<file path="src/core/thermal_pkg.sv">
// Constants, register map and carrier types for the die thermal block.
// Assumes a single 10 MHz pclk domain and two cores.
package thermal_pkg;

  // ==========================================================
  // Timing
  localparam int unsigned CLK_PERIOD_NS = 100;
  // Hot time with throttling engaged before out-of-spec latches
  localparam int unsigned OOS_TIME_NS = 1000000;
  localparam int unsigned OOS_CYCLES = OOS_TIME_NS / CLK_PERIOD_NS;
  // Half period of the clock modulation pattern
  localparam int unsigned MOD_HALF_NS = 800;
  localparam int unsigned MOD_HALF_CYCLES = MOD_HALF_NS / CLK_PERIOD_NS;

  // ==========================================================
  // Sensor scale
  localparam int NUM_CORES = 2;
  localparam logic [7:0] TJ_MAX = 8'h64;
  localparam logic [6:0] TRIP_HYST = 7'h02;

  // ==========================================================
  // Register offsets (byte addresses)
  localparam logic [7:0] CTRL_OFS = 8'h00;
  localparam logic [7:0] SENSE_OFS [NUM_CORES] = '{8'h04, 8'h08};
  localparam logic [7:0] THRESH_OFS [NUM_CORES] = '{8'h0c, 8'h10};
  localparam logic [7:0] HOTSTAT_OFS = 8'h14;

  // Sense word fields
  localparam int SENSE_VALID_BIT = 8;
  localparam int SENSE_TRIP_BIT = 16;
  localparam int SENSE_OOS_BIT = 17;
  localparam int SENSE_OOS_STICKY_BIT = 18;
  localparam int SENSE_THR1_STICKY_BIT = 19;
  localparam int SENSE_THR2_STICKY_BIT = 20;

  // Hot status word fields
  localparam int HOT_LEVEL_BIT = 0;
  localparam int HOT_EXT_BIT = 1;
  localparam int HOT_RISE_BIT = 2;
  localparam int HOT_FALL_BIT = 3;
  localparam int HOT_OWN_BIT = 4;
  localparam int HOT_PERF_BIT = 5;
  localparam int HOT_GATE_BIT = 6;

  // ==========================================================
  // Types
  typedef enum logic [1:0] {LP_NORMAL, LP_STOP_GRANT, LP_SLEEP, LP_DEEP} lp_e;

  typedef struct packed {
    logic hot_deassert_irq_en;
    logic hot_assert_irq_en;
    logic force_clock_mod;
    logic perf_en;
    logic clk_mod_en;
  } ctrl_s;
  localparam int CTRL_W = $bits(ctrl_s);
  localparam logic [CTRL_W-1:0] CTRL_RESET = 5'h00;

  typedef struct packed {
    logic thr2_en;
    logic [6:0] thr2;
    logic thr1_en;
    logic [6:0] thr1;
  } thresh_s;
  localparam int THRESH_W = $bits(thresh_s);
  localparam logic [THRESH_W-1:0] THRESH_RESET = 16'h0000;

  typedef struct packed {
    logic oos;
    logic trip;
    logic thr2_cross;
    logic thr1_cross;
    logic [6:0] offset;
  } sense_s;

endpackage : thermal_pkg

</file>
<file path="src/core/clkmod_gen.sv">
// Fixed half-on, half-off enable pattern for core clock gating.
// Assumes run is a level from the pclk domain.
module clkmod_gen #(
  parameter int unsigned HALF = thermal_pkg::MOD_HALF_CYCLES
) (
  input wire logic pclk,
  input wire logic presetn,
  input wire logic run,
  output logic phase_on
);
  import thermal_pkg::*;

  logic [7:0] cnt;

  // ==========================================================
  // Divider: phase flips every HALF cycles while running
  always_ff @(posedge pclk or negedge presetn) begin
    if (!presetn) begin
      cnt <= 8'h00;
      phase_on <= 1'b1;
    end else if (!run) begin
      cnt <= 8'h00;
      phase_on <= 1'b1;
    end else if (cnt == 8'(HALF - 1)) begin
      cnt <= 8'h00;
      phase_on <= ~phase_on;
    end else begin
      cnt <= cnt + 8'h01;
    end
  end
endmodule : clkmod_gen

</file>
<file path="src/core/core_sense.sv">
// One core's digital sensor front end: offset, trip, thresholds, out-of-spec.
// Assumes temp is a synchronous absolute code in degrees.
module core_sense #(
  parameter int unsigned OOS_LIMIT = thermal_pkg::OOS_CYCLES
) (
  input wire logic pclk,
  input wire logic presetn,
  input wire logic [7:0] temp,
  input wire thermal_pkg::thresh_s thresh,
  input wire logic throttling,
  output thermal_pkg::sense_s sense
);
  import thermal_pkg::*;

  logic [6:0] offset_now;
  logic above1;
  logic above2;
  logic [15:0] hot_cnt;

  // ==========================================================
  // Offset below max, saturating at zero
  always_comb begin
    if (temp >= TJ_MAX) begin
      offset_now = 7'h00;
    end else begin
      offset_now = 7'(TJ_MAX - temp);
    end
  end

  always_ff @(posedge pclk or negedge presetn) begin
    if (!presetn) begin
      sense.offset <= 7'h00;
    end else begin
      sense.offset <= offset_now;
    end
  end

  // Small hysteresis keeps the trip from chattering near max
  always_ff @(posedge pclk or negedge presetn) begin
    if (!presetn) begin
      sense.trip <= 1'b0;
    end else if (offset_now == 7'h00) begin
      sense.trip <= 1'b1;
    end else if (offset_now >= TRIP_HYST) begin
      sense.trip <= 1'b0;
    end
  end

  // ==========================================================
  // Threshold crossing in either direction
  always_ff @(posedge pclk or negedge presetn) begin
    if (!presetn) begin
      above1 <= 1'b0;
      above2 <= 1'b0;
      sense.thr1_cross <= 1'b0;
      sense.thr2_cross <= 1'b0;
    end else begin
      above1 <= offset_now <= thresh.thr1;
      above2 <= offset_now <= thresh.thr2;
      sense.thr1_cross <= thresh.thr1_en & ((offset_now <= thresh.thr1) != above1);
      sense.thr2_cross <= thresh.thr2_en & ((offset_now <= thresh.thr2) != above2);
    end
  end

  // ==========================================================
  // Out of spec: throttled yet still at the trip for OOS_LIMIT cycles
  always_ff @(posedge pclk or negedge presetn) begin
    if (!presetn) begin
      hot_cnt <= 16'h0000;
      sense.oos <= 1'b0;
    end else if (throttling && sense.trip) begin
      if (hot_cnt != 16'(OOS_LIMIT - 1)) begin
        hot_cnt <= hot_cnt + 16'h0001;
      end
      sense.oos <= hot_cnt == 16'(OOS_LIMIT - 1);
    end else begin
      hot_cnt <= 16'h0000;
      sense.oos <= 1'b0;
    end
  end
endmodule : core_sense

</file>
<file path="src/core/die_thermal_sense.sv">
// Die thermal sensing, throttle steering and shared hot pin, APB registers.
// Assumes pins and low-power state are synchronous to pclk.
//
// Design decisions made here: register access over APB and the address map.
module die_thermal_sense #(
  parameter int unsigned OOS_LIMIT = thermal_pkg::OOS_CYCLES
) (
  input wire logic pclk,
  input wire logic presetn,
  input wire logic psel,
  input wire logic penable,
  input wire logic pwrite,
  input wire logic [7:0] paddr,
  input wire logic [31:0] pwdata,
  output logic [31:0] prdata,
  output logic pready,
  output logic pslverr,
  input wire logic [7:0] core0_temp,
  input wire logic [7:0] core1_temp,
  input wire thermal_pkg::lp_e lp_state,
  input wire logic hot_throttle_pin_n_in,
  output logic hot_throttle_pin_n_out,
  output logic hot_throttle_pin_n_oe,
  output logic thermal_control_circuit_active,
  output logic perf_state_throttle,
  output logic [1:0] core_clk_run,
  output logic [1:0] core_irq
);
  import thermal_pkg::*;

  logic [7:0] core_temp [NUM_CORES];
  ctrl_s ctrl;
  thresh_s thresh [NUM_CORES];
  sense_s sense [NUM_CORES];
  logic [31:0] sense_word [NUM_CORES];
  logic [NUM_CORES-1:0] trip;
  logic [NUM_CORES-1:0] oos_d;
  logic [NUM_CORES-1:0] oos_sticky;
  logic [NUM_CORES-1:0] thr1_sticky;
  logic [NUM_CORES-1:0] thr2_sticky;
  logic [NUM_CORES-1:0] gate_req;
  logic hot_level;
  logic hot_level_d;
  logic hot_rise_sticky;
  logic hot_fall_sticky;
  logic hot_edge_irq;
  logic ext_hot;
  logic any_trip;
  logic lp_normal;
  logic phase_on;
  logic setup;
  logic wr_en;
  logic [31:0] hot_word;
  logic [31:0] next_prdata;
  logic next_slverr;

  assign core_temp[0] = core0_temp;
  assign core_temp[1] = core1_temp;
  assign setup = psel & ~penable;
  assign wr_en = psel & penable & pready & pwrite;
  assign lp_normal = lp_state == LP_NORMAL;
  assign any_trip = |trip;

  // ==========================================================
  // Pin sensing: own drive is known, so a low seen without it is external
  assign hot_level = ~hot_throttle_pin_n_in;
  assign ext_hot = hot_level & ~hot_throttle_pin_n_oe;
  assign hot_edge_irq = (ctrl.hot_assert_irq_en & hot_level & ~hot_level_d)
    | (ctrl.hot_deassert_irq_en & ~hot_level & hot_level_d);

  // ==========================================================
  // APB slave: zero wait, data captured in the setup cycle
  always_ff @(posedge pclk or negedge presetn) begin
    if (!presetn) begin
      pready <= 1'b0;
    end else begin
      pready <= setup;
    end
  end

  always_ff @(posedge pclk or negedge presetn) begin
    if (!presetn) begin
      prdata <= 32'h0000_0000;
      pslverr <= 1'b0;
    end else if (setup) begin
      prdata <= next_prdata;
      pslverr <= next_slverr;
    end else begin
      pslverr <= 1'b0;
    end
  end

  always_comb begin
    next_prdata = 32'h0000_0000;
    next_slverr = 1'b0;
    case (paddr)
      CTRL_OFS: next_prdata[CTRL_W-1:0] = ctrl;
      SENSE_OFS[0]: next_prdata = sense_word[0];
      SENSE_OFS[1]: next_prdata = sense_word[1];
      THRESH_OFS[0]: next_prdata[THRESH_W-1:0] = thresh[0];
      THRESH_OFS[1]: next_prdata[THRESH_W-1:0] = thresh[1];
      HOTSTAT_OFS: next_prdata = hot_word;
      default: next_slverr = 1'b1;
    endcase
  end

  always_ff @(posedge pclk or negedge presetn) begin
    if (!presetn) begin
      ctrl <= ctrl_s'(CTRL_RESET);
    end else if (wr_en && paddr == CTRL_OFS) begin
      ctrl <= ctrl_s'(pwdata[CTRL_W-1:0]);
    end
  end

  always_comb begin
    hot_word = 32'h0000_0000;
    hot_word[HOT_LEVEL_BIT] = hot_level;
    hot_word[HOT_EXT_BIT] = ext_hot;
    hot_word[HOT_RISE_BIT] = hot_rise_sticky;
    hot_word[HOT_FALL_BIT] = hot_fall_sticky;
    hot_word[HOT_OWN_BIT] = hot_throttle_pin_n_oe;
    hot_word[HOT_PERF_BIT] = perf_state_throttle;
    hot_word[HOT_GATE_BIT +: NUM_CORES] = gate_req;
  end

  // ==========================================================
  // Per-core sensing, thresholds and sticky status
  for (genvar i = 0; i < NUM_CORES; i++) begin : g_core
    core_sense #(
      .OOS_LIMIT(OOS_LIMIT)
    ) u_sense (
      .pclk(pclk),
      .presetn(presetn),
      .temp(core_temp[i]),
      .thresh(thresh[i]),
      .throttling(gate_req[i] | perf_state_throttle),
      .sense(sense[i])
    );

    assign trip[i] = sense[i].trip;

    always_comb begin
      sense_word[i] = 32'h0000_0000;
      sense_word[i][6:0] = sense[i].offset;
      sense_word[i][SENSE_VALID_BIT] = lp_normal;
      sense_word[i][SENSE_TRIP_BIT] = sense[i].trip;
      sense_word[i][SENSE_OOS_BIT] = sense[i].oos;
      sense_word[i][SENSE_OOS_STICKY_BIT] = oos_sticky[i];
      sense_word[i][SENSE_THR1_STICKY_BIT] = thr1_sticky[i];
      sense_word[i][SENSE_THR2_STICKY_BIT] = thr2_sticky[i];
    end

    always_ff @(posedge pclk or negedge presetn) begin
      if (!presetn) begin
        thresh[i] <= thresh_s'(THRESH_RESET);
      end else if (wr_en && paddr == THRESH_OFS[i]) begin
        thresh[i] <= thresh_s'(pwdata[THRESH_W-1:0]);
      end
    end

    // Write one to clear; a new event in the same cycle wins
    always_ff @(posedge pclk or negedge presetn) begin
      if (!presetn) begin
        oos_d[i] <= 1'b0;
        oos_sticky[i] <= 1'b0;
        thr1_sticky[i] <= 1'b0;
        thr2_sticky[i] <= 1'b0;
      end else begin
        oos_d[i] <= sense[i].oos;
        if (sense[i].oos && !oos_d[i]) begin
          oos_sticky[i] <= 1'b1;
        end else if (wr_en && paddr == SENSE_OFS[i] && pwdata[SENSE_OOS_STICKY_BIT]) begin
          oos_sticky[i] <= 1'b0;
        end
        if (sense[i].thr1_cross) begin
          thr1_sticky[i] <= 1'b1;
        end else if (wr_en && paddr == SENSE_OFS[i] && pwdata[SENSE_THR1_STICKY_BIT]) begin
          thr1_sticky[i] <= 1'b0;
        end
        if (sense[i].thr2_cross) begin
          thr2_sticky[i] <= 1'b1;
        end else if (wr_en && paddr == SENSE_OFS[i] && pwdata[SENSE_THR2_STICKY_BIT]) begin
          thr2_sticky[i] <= 1'b0;
        end
      end
    end

    // Interrupt pulse to this core's interrupt controller
    always_ff @(posedge pclk or negedge presetn) begin
      if (!presetn) begin
        core_irq[i] <= 1'b0;
      end else begin
        core_irq[i] <= sense[i].thr1_cross | sense[i].thr2_cross
          | (sense[i].oos & ~oos_d[i]) | hot_edge_irq;
      end
    end

    // Clock gate request: external hot never uses forced modulation
    always_ff @(posedge pclk or negedge presetn) begin
      if (!presetn) begin
        gate_req[i] <= 1'b0;
      end else begin
        gate_req[i] <= ctrl.clk_mod_en
          & ((trip[i] & (~ctrl.perf_en | ctrl.force_clock_mod))
          | (ext_hot & ~ctrl.perf_en));
      end
    end

    always_ff @(posedge pclk or negedge presetn) begin
      if (!presetn) begin
        core_clk_run[i] <= 1'b1;
      end else begin
        core_clk_run[i] <= ~(gate_req[i] & ~phase_on);
      end
    end
  end

  clkmod_gen #(
    .HALF(MOD_HALF_CYCLES)
  ) u_clkmod (
    .pclk(pclk),
    .presetn(presetn),
    .run(|gate_req),
    .phase_on(phase_on)
  );

  // ==========================================================
  // Hot pin edges
  always_ff @(posedge pclk or negedge presetn) begin
    if (!presetn) begin
      hot_level_d <= 1'b0;
      hot_rise_sticky <= 1'b0;
      hot_fall_sticky <= 1'b0;
    end else begin
      hot_level_d <= hot_level;
      if (hot_level && !hot_level_d) begin
        hot_rise_sticky <= 1'b1;
      end else if (wr_en && paddr == HOTSTAT_OFS && pwdata[HOT_RISE_BIT]) begin
        hot_rise_sticky <= 1'b0;
      end
      if (!hot_level && hot_level_d) begin
        hot_fall_sticky <= 1'b1;
      end else if (wr_en && paddr == HOTSTAT_OFS && pwdata[HOT_FALL_BIT]) begin
        hot_fall_sticky <= 1'b0;
      end
    end
  end

  // ==========================================================
  // Open-drain drive: only low is ever driven
  always_ff @(posedge pclk or negedge presetn) begin
    if (!presetn) begin
      hot_throttle_pin_n_out <= 1'b0;
      hot_throttle_pin_n_oe <= 1'b0;
    end else begin
      hot_throttle_pin_n_out <= 1'b0;
      if (lp_normal) begin
        hot_throttle_pin_n_oe <= any_trip;
      end
      // Outside normal state the drive only holds, never starts
    end
  end

  // ==========================================================
  // Throttle steering
  always_ff @(posedge pclk or negedge presetn) begin
    if (!presetn) begin
      perf_state_throttle <= 1'b0;
      thermal_control_circuit_active <= 1'b0;
    end else begin
      perf_state_throttle <= ctrl.perf_en & (any_trip | ext_hot);
      thermal_control_circuit_active <= (hot_level | any_trip)
        & (ctrl.clk_mod_en | ctrl.perf_en);
    end
  end
endmodule : die_thermal_sense

</file>
<file path="config.mk">
export PLATFORM = sky130hd
export DESIGN_NAME = die_thermal_sense
export DESIGN_NICKNAME = d
export VERILOG_FILES = /design/src/core/thermal_pkg.sv /design/src/core/clkmod_gen.sv /design/src/core/core_sense.sv /design/src/core/die_thermal_sense.sv
export SDC_FILE = /design/constraint.sdc
export NUM_CORES = 1
export LEC_CHECK = 0
export BUFFER_PORTS_ARGS = -buffer_cell sky130_fd_sc_hd__buf_2
export CAP_MARGIN = 15
export CORE_ASPECT_RATIO = 2
export CORE_MARGIN = 3
export CORE_UTILIZATION = 58
export CTS_CLUSTER_SIZE = 30
export DETAILED_ROUTE_END_ITERATION = 6
export PLACE_DENSITY = 0.91
export SLEW_MARGIN = 20
export SYNTH_ARGS = -nofsm -noshare
export SYNTH_HDL_FRONTEND = slang
export SYNTH_HIERARCHICAL = 1
export SYNTH_SLANG_ARGS = --single-unit
</file>
<file path="constraint.sdc">
create_clock -name pclk -period 2.3 [get_ports pclk]
set_input_delay 0.23 -clock pclk [delete_from_list [all_inputs] [get_ports pclk]]
set_output_delay 0.23 -clock pclk [all_outputs]
set_load 0.01 [all_outputs]
</file>
# Word level (Yosys, flattened, before mapping)
# Index checks and enable logic that the tools add are counted.
# W data, S select, Z words.
# op_classes
n_addsub	5
n_mul	0
n_div	0
order_cmp	8
eq_ne	17
shift	0
n_mux	37
bitwise_logic	49
reduce_logical	40
# ops
op	n
$mux W16	4
$pmux W11 S5	1
$add A16 B1 Y16 const B	2
$eq A16 B14 Y1 const B	2
$ne A16 B14 Y1 const B	2
$pmux W5 S6	1
$le A7 B7 Y1	4
$mux W1	26
$and A1 B1 Y1	24
$logic_and A1 B1 Y1	20
$reduce_bool A2 Y1	10
$eq A8 B3 Y1 const B	2
$eq A8 B4 Y1 const B	2
$eq A8 B5 Y1 const B	2
$ge A8 B7 Y1 const B	2
$mux W8	2
$or A1 B1 Y1	15
$ge A7 B2 Y1 const B	2
$logic_not A7 Y1	2
$mux W7	2
$sub A7 B7 Y7 const A	2
$not A1 Y1	10
$pmux W5 S2	1
$add A8 B1 Y8 const B	1
other kinds (7)	15
# totals
regBits	158
latch_bits	0
ram_bits	0
rom_bits	0
output_inout_bits	42
elab_cells	210
memories	0

# Logic depth before layout (Yosys ltp)
# logic_depth
depth_word	7
depth_mapped	10
ltp_nobuf	10

# Modules after synthesis
# The synthesis kept the hierarchy.
# modules_own_cells
mod	instances	cells_per_inst	area_per_inst_um2	seq_area_each_um2
die_thermal_sense	1	318	3786.1	2004.4
core_sense at g_core[0].u_sense	1	194	1795.5	725.7
core_sense at g_core[1].u_sense	1	190	1795.5	725.7
clkmod_gen	1	40	412.9	226.5

# Worst setup path before layout
# Ideal clock, no wire load.
# synth_timing
path_type	input port to flip-flop
from	in core1_temp[0]
to	reg g_core[1].u_sense/sense[7] (netlist name)
t_arrival_ps	2156
required_time_ps	2231
setup_slack_ps	75
cell_stages	10
path_buffers	0
path_cell_list	inv_1 -> ha_1 -> nor2b_1 -> nand2b_1 -> a211oi_1 -> ha_1 -> nand4_1 -> a21oi_1 -> or4_1 -> nand3_1
# synth_between
elab_chain_len	5
# synth_lines
element	line	rtl
from (decl)	die_thermal_sense.sv:19	input wire logic [7:0] core1_temp,
$sub A7 B7 Y7 or $ge A8 B7 Y1 (tied branches)	core_sense.sv:26, core_sense.sv:23	
$mux W7 (*)	core_sense.sv:23	if (temp >= TJ_MAX) begin
named net g_core[1].u_sense.offset_now[6]	core_sense.sv:15	logic [6:0] offset_now;
$le A7 B7 Y1 (*)	core_sense.sv:60	sense.thr1_cross <= thresh.thr1_en & ((offset_now <= thresh.thr1) != above1);
$ne A1 B1 Y1 (*)	core_sense.sv:60	
$and A1 B1 Y1 (*)	core_sense.sv:60	
# Mark *: on every way through the listed nets, which the timed path passes. The rest lies on a longest branch.
# A chain may end at the register's enable or synchronous reset.

# Worst setup path in the final report
# layout_timing
from	in core0_temp[3]
to	reg g_core[0].u_sense/sense[8] (netlist name)
# layout_between
elab_chain_len	5
# layout_lines
element	line	rtl
from (decl)	die_thermal_sense.sv:18	input wire logic [7:0] core0_temp,
$sub A7 B7 Y7 or $ge A8 B7 Y1 (tied branches)	core_sense.sv:26, core_sense.sv:23	
$mux W7 (*)	core_sense.sv:23	
named net g_core[0].u_sense.offset_now[5]	core_sense.sv:15	
$le A7 B7 Y1 (*)	core_sense.sv:61	sense.thr2_cross <= thresh.thr2_en & ((offset_now <= thresh.thr2) != above2);
$ne A1 B1 Y1 (*)	core_sense.sv:61	
$and A1 B1 Y1 (*)	core_sense.sv:61	
# Marked as above.

==> impl_metrics.yaml <==
route:
  via_per_inst: 6.47
  via_count: 6640
  drt_first_iter_violations: 519
  drc_errors: 0
  first_pass_iters: 6
  ant_nets: 0
  wirelength_um: 21700
  wl_per_cell_um: 21.1
timing:
  fin_ws_ns: 0.185
  fin_crit_sh_pct: 91.9
  finalSetupViolations: 0
  fmax_mhz: 473
  hold_viol: 0
  fin_worst_skew_ns: 0.0110
  slew_headroom_pct: 59.9
  drv_slew: 0
  rsz0062_at_grt: "no"
  period_needed_ns: 2.11
  tightest_slew_ns: 0.601
power:
  peakVddDrop_uv: 610
  swShare_pct: 23.9
  cellPowerDensity_mw_per_mm2: 676
  pwr-share-clk_pct: 47.5
  p_comb_share_pct: 9.2
  p_int_mw: 4.71
  power_leakage_nw: 4.29
  switchingPower_mw: 1.48
  p_seq_share_pct: 43.3
synth:
  syn_inst: 742
  synth_edf_count: 0
  ys_ff_latch: 147
  yosysTopAreaCell: "dfrtp_1"
  ys.flop_type: "dfrtp_1"
  ys_seq_area_share_pct: 47.3
  syn-cell-area_mm2: 0.00779
  synth_warnings: 6
  synth_top_area_share_pct: 46.3
  synth_area_leaders: "dfrtp_1 46%, mux2_2 7.1%, ha_1 5.3%"
  async_reset_ff_share_pct: 100
  synth_cell_types: 69
  avgSynthCellArea_um2: 10.5
worst_setup_path:
  critPathMostFrequentCell: "buf_4"
  worst_setup_path_end_kind: "flop"
  crit_chain: "buf_2 -> o311ai_0 -> nor2b_1 -> buf_4 -> and2_1 -> buf_4 -> ha_1 -> nand4_1 -> or2_2 -> nor3b_1 -> nand4b_1"
  worstSetupStartpointType: "primary input"
  cp_max_fo: 4
  path_class: "primary input to flop"
  required_ns: 2.65
  cp_slowest_cell: "o311ai_0"
  cpPeakStageDelay_ns: 0.49
  arrival_ns: 2.47
floorplan:
  rows: 59
  start_util_pct: 59.6
  die_x_um: 88.0
  pin_count: 106
  fp.dieH_um: 170
  fp.coreArea_mm2: 0.0131
  dieArea_mm2: 0.0149
cells_and_area:
  fin_area_mm2: 0.00916
  area_delta_synth_final_pct: 17.6
  drive_above_1_share_pct: 26.6
  finalNetCount: 959
  antennaDiodeCount: 0
  num-fill-cells: 878
global_route:
  grt_max_degree: 58
  track_usage_pct: 30.4
  overflow: 0
  grt_pass1_vias: 6789
  grt_pass1_wl_um: 34200
  grt_antenna_before_repair: 0
placement:
  port_buffers: 80
  hpwl_um: 15000
  gp_congestion: 0.933
  dpl_cell_area_mm2: 0.00853
  dp_slack_ns: -0.195
clocking:
  ctsHoldBuffers: 1
  cts_tree: "done"
  post_cts_resized: 0
  cts_buffers: 17
  clock_sinks: 147
  cts_root_buffer: "clkbuf_16"
  cts_max_level: 4
  cts_setup_buffers: 0
  clock_latency_ns: 0.43
  clockBufferDepth: 2
  path_clk_slew_ns: 0.06
min_path:
  min_path_type: "primary input to flop"
status:
  status: "completed"
run:
  max_cap_violations: 0
==> layout by cell type, fill, tap and decap left out, types with 7 or more instances in the layout <==
cell / n
or3_1: 12
ha_1: 33
o21ai_0: 32
nand3_1: 54
or2_2: 8
o31ai_1: 8
xor2_1: 10
a21oi_1: 29
conb_1: 12
nand2b_1: 11
nor2b_1: 13
buf_4: 43
buf_2: 79
mux2_2: 49
clkbuf_16: 17
dfrtp_1: 144
nor4_1: 7
nor3_1: 9
nand2_1: 47
inv_1: 37
a22oi_1: 8
xnor2_1: 15
a21o_1: 9
nand4_1: 17
nor2_1: 52
==> cell type report <==
type | count | area [um^2] | share of cell area, %
clock buffers | 19 | 443 | 4.84
clock inverters | 13 | 181 | 1.98
multi-input cells | 534 | 3760 | 41.1
well taps | 152 | 190 | 2.08
inverters | 37 | 139 | 1.52
flip-flops and latches | 147 | 3680 | 40.2
repair buffers | 125 | 759 | 8.29
==> metrics by stage <==
stage | cells | util (%) | hold slack (ns) | power [mW] | setup TNS, ns
after floorplan | 753 | - | -0.0656 | 2.99 | 0
after global placement | 994 | 65.2 | 0.220 | 3.24 | -0.190
after detailed placement | 994 | 65.2 | 0.223 | 3.26 | -0.593
after CTS | 1027 | 70.1 | 0.0461 | 6.20 | 0
after global routing | 1027 | 70.1 | 0.0444 | 6.39 | 0
final | 1027 | 70.1 | 0.0529 | 6.19 | 0
==> final timing paths <==
path | depth (start not counted) | slack [ns] | start | to
worst max-delay path | 11 | 0.19 | core0_temp[3] | g_core[0].u_sense/sense[8]
worst min-delay path | 2 | 0.05 | pwdata[14] | thresh[30]
worst max register to register | 4 | 0.28 | g_core[0].u_sense/hot_cnt[5] | g_core[0].u_sense/hot_cnt[9]
worst min register to register | 0 | 0.39 | g_core[1].u_sense/sense[10] | oos_d[1]
max in group asynchronous | 3 | 1.25 | presetn | core_clk_run[0]
min in group asynchronous | 2 | 0.35 | presetn | thresh[18]
==> cell families (layout without fill, tap and decap cells) <==
kind of cell / Yosys count / after routing / share of synthesized area [%]
AOI/OAI and AO/OA: 126 / 126 / 10.5
xor gates and xnor gates: 25 / 25 / 2.81
adders and majority gates: 33 / 33 / 5.30
buffers and inverters: 72 / 194 / 4.93
DFF: 147 / 147 / 47.3
muxes: 55 / 55 / 8.01
other: 1 / 12 / 0.0481
and+or+nand+nor: 283 / 283 / 21.1
==> power by group through the flow <==
stage	registers, mW	logic (mW)	clock network [mW]
2_1_floorplan	2.71	0.283	0
3_5_place_dp	2.72	0.543	0
4_1_cts	2.68	0.560	2.96
6_report	2.68	0.570	2.94
3_3_place_gp	2.72	0.520	0
5_1_grt	2.68	0.619	3.09
==> critical path, delay by kind of cell <==
kind	cells	cell delay, ns
AO/OA/AOI/OAI	1	0.49
AND/OR/NAND/NOR	6	1.23
buffers and inverters	3	0.38
adder cells (fa/ha/maj)	1	0.13
==> synth_stat cells, types with 5 or more instances <==
cell type	instances
dfrtp_1	144
nand3_1	54
nor2_1	52
mux2_2	49
nand2_1	47
inv_1	37
ha_1	33
o21ai_0	32
a21oi_1	29
nand4_1	17
buf_4	15
xnor2_1	15
nor2b_1	13
or3_1	12
nand2b_1	11
xor2_1	10
a21o_1	9
nor3_1	9
a22oi_1	8
clkbuf_1	8
o31ai_1	8
or2_2	8
buf_6	7
nor4_1	7
a32oi_1	6
and2_1	6
and4_1	6
or4_1	6
a211oi_1	5
a22o_1	5
and3_1	5
mux2i_1	5
==> metal layers <==
| layer | routed length [um] | global-route usage (%) |
|---|---|---|
| met2 | 11100 | 50.9 |
| met1 | 7140 | 31.5 |
| met5 | 0 | 0 |
| met3 | 1380 | 7.22 |
| met4 | 2040 | 24.2 |
==> state kept, by name (all words and copies together), names as in the netlist, 4 cells and up <==
register / count
g_core.u_sense/hot_cnt: 32
u_clkmod/cnt: 8
g_core.u_sense/sense: 22
thresh: 32
sense_word: 4
prdata: 21
ctrl: 5
No activity file was read; power rests on OpenSTA's default activity.
